File: src/mil_regs.svh
// Register map, field positions, reset values and timing figures of the isolation link block
`ifndef MIL_REGS_SVH
`define MIL_REGS_SVH

// Register offsets (byte addresses)
`define MIL_DRIVE_OFS        8'h0c
`define MIL_CFG_OFS          8'h10

// Pin drive register fields
`define MIL_DRV_POS_SEL_HI   7
`define MIL_DRV_POS_SEL_LO   6
`define MIL_DRV_NEG_SEL_HI   5
`define MIL_DRV_NEG_SEL_LO   4
`define MIL_DRV_FIRST_LVL    3
`define MIL_DRV_SECOND_LVL   2
`define MIL_DRV_DIRECT_EN    1
`define MIL_DRV_IRQ_EN       0
`define MIL_DRV_RESET        32'h00000002

// Link configuration register fields
`define MIL_CFG_SWAP         0
`define MIL_CFG_RESET        32'h00000000

// Timing: system clock, frame rate, link cell time
`define MIL_CLK_HZ           25000000
`define MIL_FRAME_HZ         16000
`define MIL_CELL_NS          320
`define MIL_CLK_NS           40

// Frame content: data sample bits then control bits per frame
`define MIL_SAMPLE_BITS      16
`define MIL_CTRL_BITS        8

// Pulse widths inside one cell, in clock cycles
`define MIL_PWM_ONE          6
`define MIL_PWM_ZERO         2
`define MIL_PWM_IDLE         4

`endif

File: src/mil_pkg.sv
// Shared types of the isolation link block
package mil_pkg;
  typedef logic [15:0] mil_sample_t;
  typedef logic [7:0]  mil_ctrl_t;
  typedef logic [31:0] mil_word_t;
  typedef enum logic {
    MIL_PH_ACTIVE,
    MIL_PH_IDLE
  } mil_phase_e;
endpackage

File: src/mil_link.sv
// Host-side transformer isolation link controller with AHB registers and DMA FIFOs
//
// Operation
// - One 16-bit sample each way per frame.
// - Eight control bits each way per frame.
// - Eight-word RX and TX FIFOs on DMA.
// - Device drives power and clock onto transformer.
// - Link bits are pulse width modulated.
// - Device encodes and decodes both channels.
// - AHB registers, pin drive at 0x0C.
// - Positive select: X1 float, 00 low, 10 high.
// - Negative select uses the same encoding.
// - Direct enable 0: protocol drives pins.
// - Direct enable 1: pins become GPIOs.
// - Swap bit exchanges the two pins.
// - First level reads positive, or negative swapped.
// - Second level reads negative, or positive swapped.
// - Enable bit gates the flag interrupt.
`include "mil_regs.svh"

module mil_link
  import mil_pkg::*;
#(
  parameter int FIFO_DEPTH = 8,
  parameter int WORD_W     = 32
) (
  // Clock and reset
  input  wire logic              clk_sys,
  input  wire logic              rst,
  // AHB-Lite slave
  input  wire logic              HSEL,
  input  wire logic [31:0]       HADDR,
  input  wire logic [1:0]        HTRANS,
  input  wire logic              HWRITE,
  input  wire logic [2:0]        HSIZE,
  input  wire logic [31:0]       HWDATA,
  input  wire logic              HREADY,
  output logic      [31:0]       HRDATA,
  output logic                   HREADYOUT,
  output logic                   HRESP,
  // DMA transmit stream
  input  wire logic [WORD_W-1:0] dmaTxData,
  input  wire logic              dmaTxValid,
  output logic                   dmaTxReady,
  // DMA receive stream
  output logic      [WORD_W-1:0] dmaRxData,
  output logic                   dmaRxValid,
  input  wire logic              dmaRxReady,
  // Control channel toward the line-side partner
  input  wire logic [7:0]        ctrlTxData,
  input  wire logic              ctrlTxValid,
  output logic                   ctrlTxReady,
  output logic      [7:0]        ctrlRxData,
  output logic                   ctrlRxValid,
  // Transformer pins, return data and interrupt
  input  wire logic              powerClockPosIn,
  output logic                   powerClockPosOut,
  output logic                   powerClockPosOe,
  input  wire logic              powerClockNegIn,
  output logic                   powerClockNegOut,
  output logic                   powerClockNegOe,
  input  wire logic              lineRxPin,
  input  wire logic              monitoredStatusFlag,
  output logic                   irq
);

  localparam int PW         = $clog2(FIFO_DEPTH);
  localparam int CELL_CYC   = `MIL_CELL_NS / `MIL_CLK_NS;
  localparam int FRAME_CYC  = `MIL_CLK_HZ / `MIL_FRAME_HZ;
  localparam int FRAME_BITS = `MIL_SAMPLE_BITS + `MIL_CTRL_BITS;

  // Depth must be a power of two, a word two samples, a frame longer than its cells
  if (FIFO_DEPTH < 2 || (1 << PW) != FIFO_DEPTH || WORD_W != 2 * `MIL_SAMPLE_BITS
      || FRAME_CYC < CELL_CYC * (FRAME_BITS + 1)) begin : g_bad_params
    $error("Parameters outside what the link logic can serve");
  end

  // Pin value decode for one select field
  function automatic logic [1:0] pinDrive(input logic [1:0] sel);
    pinDrive = {~sel[0], sel[1]};  // {enable, level}
  endfunction

  // ---------------- Register file and AHB slave ----------------
  logic [1:0]  posSel_reg, posSel_next, negSel_reg, negSel_next;
  logic        directEn_reg, directEn_next, irqEn_reg, irqEn_next;
  logic        swap_reg, swap_next;
  logic        wrPend_reg, wrPend_next;
  logic [7:0]  wrAddr_reg, wrAddr_next;
  logic [31:0] rdata_reg, rdata_next;
  logic        irq_reg, irq_next;
  logic        posMeta, posSync, negMeta, negSync, rxMeta, rxSync;
  logic        firstLevel, secondLevel, addrPhase;

  assign firstLevel  = swap_reg ? negSync : posSync;
  assign secondLevel = swap_reg ? posSync : negSync;
  assign addrPhase   = HSEL && HREADY && HTRANS[1];

  always_comb begin
    posSel_next   = posSel_reg;
    negSel_next   = negSel_reg;
    directEn_next = directEn_reg;
    irqEn_next    = irqEn_reg;
    swap_next     = swap_reg;
    wrPend_next   = addrPhase && HWRITE;
    wrAddr_next   = addrPhase ? {HADDR[7:2], 2'b00} : wrAddr_reg;
    rdata_next    = 32'h00000000;
    if (wrPend_reg) begin
      unique case (wrAddr_reg)
        `MIL_DRIVE_OFS: begin
          posSel_next   = HWDATA[`MIL_DRV_POS_SEL_HI:`MIL_DRV_POS_SEL_LO];
          negSel_next   = HWDATA[`MIL_DRV_NEG_SEL_HI:`MIL_DRV_NEG_SEL_LO];
          directEn_next = HWDATA[`MIL_DRV_DIRECT_EN];
          irqEn_next    = HWDATA[`MIL_DRV_IRQ_EN];
        end
        `MIL_CFG_OFS: begin
          swap_next = HWDATA[`MIL_CFG_SWAP];
        end
        default: begin
        end
      endcase
    end
    if (addrPhase && !HWRITE) begin
      unique case ({HADDR[7:2], 2'b00})
        `MIL_DRIVE_OFS: begin
          rdata_next[`MIL_DRV_POS_SEL_HI:`MIL_DRV_POS_SEL_LO] = posSel_next;
          rdata_next[`MIL_DRV_NEG_SEL_HI:`MIL_DRV_NEG_SEL_LO] = negSel_next;
          rdata_next[`MIL_DRV_FIRST_LVL]  = firstLevel;
          rdata_next[`MIL_DRV_SECOND_LVL] = secondLevel;
          rdata_next[`MIL_DRV_DIRECT_EN]  = directEn_next;
          rdata_next[`MIL_DRV_IRQ_EN]     = irqEn_next;
        end
        `MIL_CFG_OFS: rdata_next[`MIL_CFG_SWAP] = swap_next;
        default:      rdata_next = 32'h00000000;
      endcase
    end
    // Interrupt is a registered level, one cycle behind its cause
    irq_next = monitoredStatusFlag && irqEn_reg;
  end

  always_ff @(posedge clk_sys or posedge rst) begin
    if (rst) begin
      posSel_reg   <= 2'(`MIL_DRV_RESET >> `MIL_DRV_POS_SEL_LO);
      negSel_reg   <= 2'(`MIL_DRV_RESET >> `MIL_DRV_NEG_SEL_LO);
      directEn_reg <= 1'(`MIL_DRV_RESET >> `MIL_DRV_DIRECT_EN);
      irqEn_reg    <= 1'(`MIL_DRV_RESET >> `MIL_DRV_IRQ_EN);
      swap_reg     <= 1'(`MIL_CFG_RESET >> `MIL_CFG_SWAP);
      wrPend_reg   <= 1'b0;
      wrAddr_reg   <= 8'h00;
      rdata_reg    <= 32'h00000000;
      irq_reg      <= 1'b0;
    end else begin
      posSel_reg   <= posSel_next;
      negSel_reg   <= negSel_next;
      directEn_reg <= directEn_next;
      irqEn_reg    <= irqEn_next;
      swap_reg     <= swap_next;
      wrPend_reg   <= wrPend_next;
      wrAddr_reg   <= wrAddr_next;
      rdata_reg    <= rdata_next;
      irq_reg      <= irq_next;
    end
  end

  assign HRDATA    = rdata_reg;
  assign HREADYOUT = 1'b1;
  assign HRESP     = 1'b0;
  assign irq       = irq_reg;

  // Pin and return-line synchronisers
  always_ff @(posedge clk_sys or posedge rst) begin
    if (rst) begin
      {posMeta, posSync, negMeta, negSync, rxMeta, rxSync} <= 6'h00;
    end else begin
      posMeta <= powerClockPosIn;
      posSync <= posMeta;
      negMeta <= powerClockNegIn;
      negSync <= negMeta;
      rxMeta  <= lineRxPin;
      rxSync  <= rxMeta;
    end
  end

  // ---------------- FIFOs ----------------
  mil_word_t   txMem_reg [FIFO_DEPTH], txMem_next [FIFO_DEPTH];
  mil_word_t   rxMem_reg [FIFO_DEPTH], rxMem_next [FIFO_DEPTH];
  logic [PW:0] txCnt_reg, txCnt_next, rxCnt_reg, rxCnt_next;
  logic [PW-1:0] txWr_reg, txWr_next, txRd_reg, txRd_next;
  logic [PW-1:0] rxWr_reg, rxWr_next, rxRd_reg, rxRd_next;
  logic        txPush, txPop, rxPush, rxPop;
  mil_word_t   rxPushWord;

  assign dmaTxReady = txCnt_reg != FIFO_DEPTH[PW:0];
  assign dmaRxValid = rxCnt_reg != '0;
  assign dmaRxData  = rxMem_reg[rxRd_reg];
  assign txPush     = dmaTxValid && dmaTxReady;
  assign rxPop      = dmaRxValid && dmaRxReady;

  always_comb begin
    txMem_next = txMem_reg;
    rxMem_next = rxMem_reg;
    txWr_next  = txWr_reg + PW'(txPush);
    txRd_next  = txRd_reg + PW'(txPop);
    rxWr_next  = rxWr_reg + PW'(rxPush);
    rxRd_next  = rxRd_reg + PW'(rxPop);
    txCnt_next = txCnt_reg + (PW+1)'(txPush) - (PW+1)'(txPop);
    rxCnt_next = rxCnt_reg + (PW+1)'(rxPush) - (PW+1)'(rxPop);
    if (txPush)
      txMem_next[txWr_reg] = dmaTxData;
    if (rxPush)
      rxMem_next[rxWr_reg] = rxPushWord;
  end

  always_ff @(posedge clk_sys or posedge rst) begin
    if (rst) begin
      for (int i = 0; i < FIFO_DEPTH; i++) begin
        txMem_reg[i] <= 32'h00000000;
        rxMem_reg[i] <= 32'h00000000;
      end
      txWr_reg  <= '0;
      txRd_reg  <= '0;
      rxWr_reg  <= '0;
      rxRd_reg  <= '0;
      txCnt_reg <= '0;
      rxCnt_reg <= '0;
    end else begin
      txMem_reg <= txMem_next;
      rxMem_reg <= rxMem_next;
      txWr_reg  <= txWr_next;
      txRd_reg  <= txRd_next;
      rxWr_reg  <= rxWr_next;
      rxRd_reg  <= rxRd_next;
      txCnt_reg <= txCnt_next;
      rxCnt_reg <= rxCnt_next;
    end
  end

  // ---------------- Link framing and PWM ----------------
  logic [10:0] frameCnt_reg, frameCnt_next;
  logic [2:0]  phase_reg, phase_next;
  logic [4:0]  cellNo_reg, cellNo_next;
  logic [2:0]  highCnt_reg, highCnt_next;
  logic [FRAME_BITS-1:0] txShift_reg, txShift_next, rxShift_reg, rxShift_next;
  logic        txHalf_reg, txHalf_next, rxHalf_reg, rxHalf_next;
  mil_sample_t rxLow_reg, rxLow_next;
  mil_ctrl_t   ctrlRx_reg, ctrlRx_next;
  logic        ctrlRxValid_reg, ctrlRxValid_next, pwm_reg, pwm_next;
  mil_phase_e  mode;
  logic        frameStart, cellEnd, rxBit, txEmpty;
  mil_sample_t txSample;
  logic [2:0]  width;
  logic [3:0]  highTotal;

  assign frameStart  = frameCnt_reg == '0;
  assign cellEnd     = phase_reg == 3'(CELL_CYC - 1);
  assign mode        = (cellNo_reg < 5'(FRAME_BITS)) ? MIL_PH_ACTIVE : MIL_PH_IDLE;
  assign txEmpty     = txCnt_reg == '0;
  assign txSample    = txHalf_reg ? txMem_reg[txRd_reg][31:16] : txMem_reg[txRd_reg][15:0];
  assign txPop       = frameStart && !txEmpty && txHalf_reg;
  assign ctrlTxReady = frameStart;  // Byte sampled at frame start
  assign highTotal   = {1'b0, highCnt_reg} + {3'b000, rxSync};
  assign rxBit       = highTotal > 4'(CELL_CYC / 2);
  assign rxPush      = mode == MIL_PH_ACTIVE && cellEnd && cellNo_reg == 5'(FRAME_BITS - 1)
                       && rxHalf_reg && rxCnt_reg != FIFO_DEPTH[PW:0];
  assign rxPushWord  = {rxShift_reg[FRAME_BITS-2:`MIL_CTRL_BITS-1], rxLow_reg};

  always_comb begin
    frameCnt_next    = (frameCnt_reg == 11'(FRAME_CYC - 1)) ? '0 : frameCnt_reg + 11'd1;
    phase_next       = cellEnd ? '0 : phase_reg + 3'd1;
    cellNo_next      = (cellEnd && mode == MIL_PH_ACTIVE) ? cellNo_reg + 5'd1 : cellNo_reg;
    highCnt_next     = cellEnd ? '0 : highTotal[2:0];
    txShift_next     = txShift_reg;
    rxShift_next     = rxShift_reg;
    txHalf_next      = txHalf_reg;
    rxHalf_next      = rxHalf_reg;
    rxLow_next       = rxLow_reg;
    ctrlRx_next      = ctrlRx_reg;
    ctrlRxValid_next = 1'b0;
    if (frameStart) begin
      // Underrun sends silence rather than repeating stale samples
      txShift_next = {txEmpty ? 16'h0000 : txSample, ctrlTxValid ? ctrlTxData : 8'h00};
      txHalf_next  = txEmpty ? txHalf_reg : ~txHalf_reg;
      phase_next   = '0;
      cellNo_next  = '0;
      highCnt_next = '0;
    end else if (cellEnd && mode == MIL_PH_ACTIVE) begin
      txShift_next = {txShift_reg[FRAME_BITS-2:0], 1'b0};
      rxShift_next = {rxShift_reg[FRAME_BITS-2:0], rxBit};
      if (cellNo_reg == 5'(FRAME_BITS - 1)) begin
        ctrlRx_next      = {rxShift_reg[`MIL_CTRL_BITS-2:0], rxBit};
        ctrlRxValid_next = 1'b1;
        rxHalf_next      = ~rxHalf_reg;
        if (!rxHalf_reg)
          rxLow_next = rxShift_reg[FRAME_BITS-2:`MIL_CTRL_BITS-1];
      end
    end
    unique case (mode)
      MIL_PH_ACTIVE: width = txShift_next[FRAME_BITS-1] ? 3'(`MIL_PWM_ONE) : 3'(`MIL_PWM_ZERO);
      MIL_PH_IDLE:   width = 3'(`MIL_PWM_IDLE);
    endcase
    // Idle cells keep a square clock so the partner stays powered
    pwm_next = phase_next < width;
  end

  always_ff @(posedge clk_sys or posedge rst) begin
    if (rst) begin
      frameCnt_reg    <= '0;
      phase_reg       <= '0;
      cellNo_reg      <= '0;
      highCnt_reg     <= '0;
      txShift_reg     <= '0;
      rxShift_reg     <= '0;
      txHalf_reg      <= 1'b0;
      rxHalf_reg      <= 1'b0;
      rxLow_reg       <= 16'h0000;
      ctrlRx_reg      <= 8'h00;
      ctrlRxValid_reg <= 1'b0;
      pwm_reg         <= 1'b0;
    end else begin
      frameCnt_reg    <= frameCnt_next;
      phase_reg       <= phase_next;
      cellNo_reg      <= cellNo_next;
      highCnt_reg     <= highCnt_next;
      txShift_reg     <= txShift_next;
      rxShift_reg     <= rxShift_next;
      txHalf_reg      <= txHalf_next;
      rxHalf_reg      <= rxHalf_next;
      rxLow_reg       <= rxLow_next;
      ctrlRx_reg      <= ctrlRx_next;
      ctrlRxValid_reg <= ctrlRxValid_next;
      pwm_reg         <= pwm_next;
    end
  end

  assign ctrlRxData  = ctrlRx_reg;
  assign ctrlRxValid = ctrlRxValid_reg;

  // ---------------- Pin drive ----------------
  logic [1:0] posDrv, negDrv;
  logic [1:0] physPosSel, physNegSel;

  assign physPosSel = swap_reg ? negSel_reg : posSel_reg;
  assign physNegSel = swap_reg ? posSel_reg : negSel_reg;
  assign posDrv     = pinDrive(physPosSel);
  assign negDrv     = pinDrive(physNegSel);

  always_comb begin
    if (directEn_reg) begin
      {powerClockPosOe, powerClockPosOut} = posDrv;
      {powerClockNegOe, powerClockNegOut} = negDrv;
    end else begin
      powerClockPosOe  = 1'b1;
      powerClockNegOe  = 1'b1;
      powerClockPosOut = swap_reg ? ~pwm_reg : pwm_reg;
      powerClockNegOut = swap_reg ? pwm_reg : ~pwm_reg;
    end
  end

endmodule

File: config.mk
export PLATFORM = sky130hd
export DESIGN_NAME = mil_link
export DESIGN_NICKNAME = d
export VERILOG_FILES = /design/src/mil_pkg.sv /design/src/mil_link.sv
export VERILOG_INCLUDE_DIRS = /design/src
export SDC_FILE = /design/constraint.sdc
export NUM_CORES = 1
export LEC_CHECK = 0
export ABC_CLOCK_PERIOD_IN_PS = 55800
export BUFFER_PORTS_ARGS = -buffer_cell sky130_fd_sc_hd__buf_2
export CAP_MARGIN = 0
export CORE_MARGIN = 2
export CORE_UTILIZATION = 35
export DETAILED_ROUTE_END_ITERATION = 7
export GPL_TIMING_DRIVEN = 0
export RECOVER_POWER = 100
export SYNTH_ARGS = -nofsm -noshare
export SYNTH_HDL_FRONTEND = slang
export SYNTH_SLANG_ARGS = --single-unit
export TNS_END_PERCENT = 50
File: constraint.sdc
create_clock -name clk_sys -period 55.8 [get_ports clk_sys]
set_input_delay 8.37 -clock clk_sys [delete_from_list [all_inputs] [get_ports clk_sys]]
set_output_delay 8.37 -clock clk_sys [all_outputs]
set_load 0.01 [all_outputs]
# After elaboration in Yosys (flattened, before gate mapping)
# Index checks and enable logic that the tools add are counted.
# classes
eq_ne,9
n_bitwise,11
n_reduce_logical,25
order_cmp,9
add_sub_neg,12
muxes,53
# op_table
operator,n
$bwmux 256,2
$bmux 32 s3,2
$demux 32 s3,2
$mux 32,6
$mux 24,2
$mux 16,2
$mux 1,18
$ge 4x4->1 const B,4
$mux 8,2
$not 3->4,4
$logic_and 1x1->1,15
$mux 3,5
$add 3x1->3,4
$eq 6x2->1 const B,2
$eq 6x3->1 const B,2
$mux 2,6
$add 11x1->11 const B,1
$eq 11x11->1 const B,1
$logic_not 11->1,1
$mux 11,1
$mux 5,2
$add 4x1->4,2
$lt 4x1->1 const B,2
$ne 4x4->1 const B,2
other kinds (20),29
# totals
word_cells,169
output_inout_bits,83
regBits,682
in_bits,121

# Logic depth before layout (Yosys ltp)
# logic_depth
word_depth,10
depth_mapped,14
depth_no_buf,11

# Least setup slack after synthesis
# OpenSTA, ideal clock, no wires.
# synth_timing
path_type,reg2out
from,register rxRd_reg[1]
to,output port dmaRxData[10]
stages_incl_launch_ff,6
path_buffers,3
t_required_ps,47430
t_arrival_ps,2123
slack_ps,45307
path_cell_list,dfrtp_1 -> clkbuf_1 -> clkbuf_1 -> clkbuf_1 -> mux4_2 -> mux2_2
# synth_between
elab_chain_cells,4
# synth_rtl
element,line,rtl
start: declaration,mil_link.sv:188,"logic [PW-1:0] rxWr_reg, rxWr_next, rxRd_reg, rxRd_next;"
start signal: assignment,mil_link.sv:231,rxRd_reg <= rxRd_next;
$not 3->4 (not written as such),mil_link.sv:194,assign dmaRxData = rxMem_reg[rxRd_reg];
$bmux 32 s3,mil_link.sv:194,
$mux 32 (not written as such) (2 in a row),mil_link.sv:194,
end: declaration,mil_link.sv:46,"output logic [WORD_W-1:0] dmaRxData,"
# No other way between the ends. The select of a mux whose other input is x is not followed.

==> impl_metrics.toml <==
[clocking]
path_clk_slew_ns = 0.05
htree_levels = 3
cts_tree = "built"
cts_resized = 0
holdBufCountCts = 0
postCtsSetupRepairBufs = 0
cts_buffers = 76
clockBufferDepth = 3
cts_sinks = 658
cts_root_buf = "clkbuf_16"
clock_latency_ns = 0.62

[worst_setup_path]
cpMaxStageDelayCell = "clkbuf_1"
path_max_fanout = 129
cp.required_ns = 55.32
criticalPathCategory = "primary input to async pin"
critPathCaptureType = "async pin"
critPathArrivalTime_ns = 24.97
critPathBufInv = 6
cp_common_cell = "clkbuf_1"
cp_slowest_stage_delay_ns = 4.78
cp_top_family = "buffers and inverters"
worstPathCellList = "buf_2 > clkinvlp_2 > clkbuf_1 > clkbuf_1 > clkbuf_1 > clkbuf_1"
start_kind = "primary input"

[drt]
wl_met2_um = 34400
finalWirelength_um = 69100
wl_met3_um = 2520
vias = 16800
viasPerCell = 5.15
drc = 0
ant_nets = 0
wl_per_cell_um = 21.2
drt_iter0_markers = 982
drt_pre_antenna_iters = 4
wl_met1_um = 30400
top_layer = "met5"

[synthesis]
seq_area_frac_synth_pct = 55.9
async_reset_ff_share_pct = 100
syn_area_mm2 = 0.0295
yosys_warnings = 0
ys.flop_type = "dfrtp_1"
synth.avg_cell_area_um2 = 15.5
synth_edf_count = 0
synth_seq_cells = 658
ys_types = 57
synth_cells = 1904

[timing]
hold_violations = 0
worst_slack_ns = 30.35
fin_hold_ws_ns = 0.349
rsz0062_at_grt = "no"
fmax_mhz = 39.3
fin_skew_ns = 0.0239
finalSetupTns_ns = 0
setup_violations = 0
tightest_slew_ns = 6.99
relSlewSlack_pct = -366
finalCriticalPeriod_ns = 25.45
fin_crit_sh_pct = 45.6
final_max_slew_viol_count = 683

[layout]
fin_util_pct = 40.5
drive_gt1_share_pct = 42.1
diodes = 0
nNetsFinal = 2284
fillers = 7690
area_delta_synth_final_pct = 14.8

[power_and_ir_drop]
power.switching_mw = 0.389
seq_power_share_pct = 44.1
p_leak_nw = 15.3
combPwrFrac_pct = 20.9
swShare_pct = 27.2
p_per_area_mw_per_mm2 = 42.3
irDropWorstVdd_v = 0.0000326
p_clk_share_pct = 35.0
p_int_mw = 1.04

[floorplanning]
die_area_mm2 = 0.0865
fp.dieH_um = 294
initial_core_util_pct = 35.3
fp-row-count = 106
ios = 204
core_mm2 = 0.0836
die_x_um = 294

[placed_design]
pre_cts_ws_ns = 44.06
portBuffers = 120
place_congestion = 0.765
hpwlAfterDp_um = 46400

[global_route]
grt.total_usage_pct = 16.2
grt_pass1_wl_um = 108000
first_global_vias = 18200
grt.overflow.total = 0
grt_max_degree = 140
antenna_found_initial = 3

[outcome]
violations = "max-capacitance violations, max-slew violations"
status = "complete, but fails checks"

[min_path]
hold_class = "flip-flop to flip-flop"

[job]
cap_violations = 8
==> logic make-up (layout without fill, tap and decap cells) <==
group	count (synthesis)	count (layout)	synth area share, %
other	2	26	0.0255
muxes	768	768	34.5
AOI/OAI and AO/OA	49	49	1.23
and+or+nand+nor	189	189	3.38
adders and majority gates	31	31	1.37
buffers and inverters	183	442	2.94
DFF	658	658	55.9
xor gates and xnor gates	24	24	0.713
==> synthesized netlist by cell type, types with 2 or more instances <==
cell	n	area, µm²
a21boi_0	2	15.0
a21o_1	3	22.5
a21oi_1	13	65.1
a31oi_1	8	50.1
and2_1	4	25.0
and3_1	4	25.0
and4_1	2	17.5
and4b_1	2	20.0
buf_1	24	90.1
buf_2	26	130
buf_4	28	210
buf_6	5	56.3
clkbuf_1	78	293
conb_1	2	7.51
dfrtp_1	657	16400
fa_1	2	40.0
ha_1	29	363
inv_1	20	75.1
mux2_1	8	90.1
mux2_2	567	6380
mux2_4	30	450
mux2i_1	35	350
mux4_2	128	2880
nand2_1	34	128
nand3_1	13	65.1
nand3b_1	5	37.5
nor2_1	55	206
nor2b_1	6	37.5
nor3_1	6	30.0
nor3b_1	6	45.0
nor4_1	36	225
o21ai_0	3	15.0
o32a_1	15	150
or2_2	2	12.5
or4_1	2	15.0
xnor2_1	8	70.1
xor2_1	16	140
==> per-stage QoR <==
step | instance area [µm²] | power [mW] | instances
after detailed placement | 31700 | 0.948 | 3134
final | 33800 | 1.43 | 3267
after floorplan | 29600 | 0.856 | 1928
after CTS | 34200 | 1.46 | 3267
after global placement | 31500 | 0.928 | 3128
after global routing | 33800 | 1.50 | 3267
==> power by group through the flow <==
stage               clock network, mW  registers [mW]  logic (mW)
global route                    0.535           0.643       0.325
floorplan                           0           0.623       0.233
global placement                    0           0.633       0.295
finish                          0.501           0.632       0.299
CTS                             0.515           0.631       0.310
detailed placement                  0           0.639       0.309
==> final cells by class <==
cell class | count | area [µm²] | area share (%)
flip-flops and latches | 658 | 16500 | 48.7
multi-input cells | 1087 | 12100 | 35.8
clock buffers | 106 | 2180 | 6.46
well taps | 1080 | 1350 | 3.99
plain buffers | 161 | 719 | 2.13
repair buffers | 126 | 569 | 1.68
clock inverters | 27 | 360 | 1.06
inverters | 22 | 85.1 | 0.251
==> path summary, 6_finish.rpt <==
check                                          start                          to  slack [ns]  depth (start not counted)
max                                              rst  txMem_reg[121]$_DFFE_PP0P_       30.35                          6
min                                posMeta$_DFF_PP0_           posSync$_DFF_PP0_        0.35                          0
max reg2reg                frameCnt_reg[0]$_DFF_PP0_    rxLow_reg[6]$_DFFE_PP0P_       51.41                          9
min reg2reg                        posMeta$_DFF_PP0_           posSync$_DFF_PP0_        0.35                          0
max in group clk_sys           rxRd_reg[1]$_DFF_PP0_               dmaRxData[26]       43.45                          6
min in group asynchronous                        rst         HRDATA[1]$_DFF_PP0_        7.67                          2
==> layer usage <==
layer | global-route usage, % | vias to the layer above
li1 | - | 7425
met1 | 21.3 | 8993
met2 | 27.3 | 284
met3 | 2.76 | 107
met4 | 4.99 | 4
met5 | 0 | -
==> worst register-to-register path, stage by stage, from the launching register on <==
cell        delay, ns
dfrtp_1          0.41
inv_1            0.06
ha_1             0.18
or4b_1           0.16
or4_1            0.11
clkbuf_1         0.37
clkinvlp_2       0.33
nor4_1           1.63
clkbuf_1         0.64
mux2_1           0.41
==> cells in the final DEF, fill, tap and decap left out, drive strengths merged, types with 2 or more instances in the layout <==
cell,n
nand2,34
clkinvlp,5
buf,122
ha,29
or2,2
nor2b,6
inv,24
a21o,3
xnor2,8
nor3,7
nor4,37
nor3b,6
nand3b,5
dfrtp,657
bufinv,5
mux2,605
and2,5
nand3,13
xor2,16
mux2i,35
clkbuf,271
a21oi,14
a31oi,8
clkinv,15
a21boi,2
and4,2
conb,26
and4b,2
o21ai,3
o32a,15
nor2,56
fa,2
and3,4
or4,2
mux4,128
No activity file was read; power rests on OpenSTA's default activity.
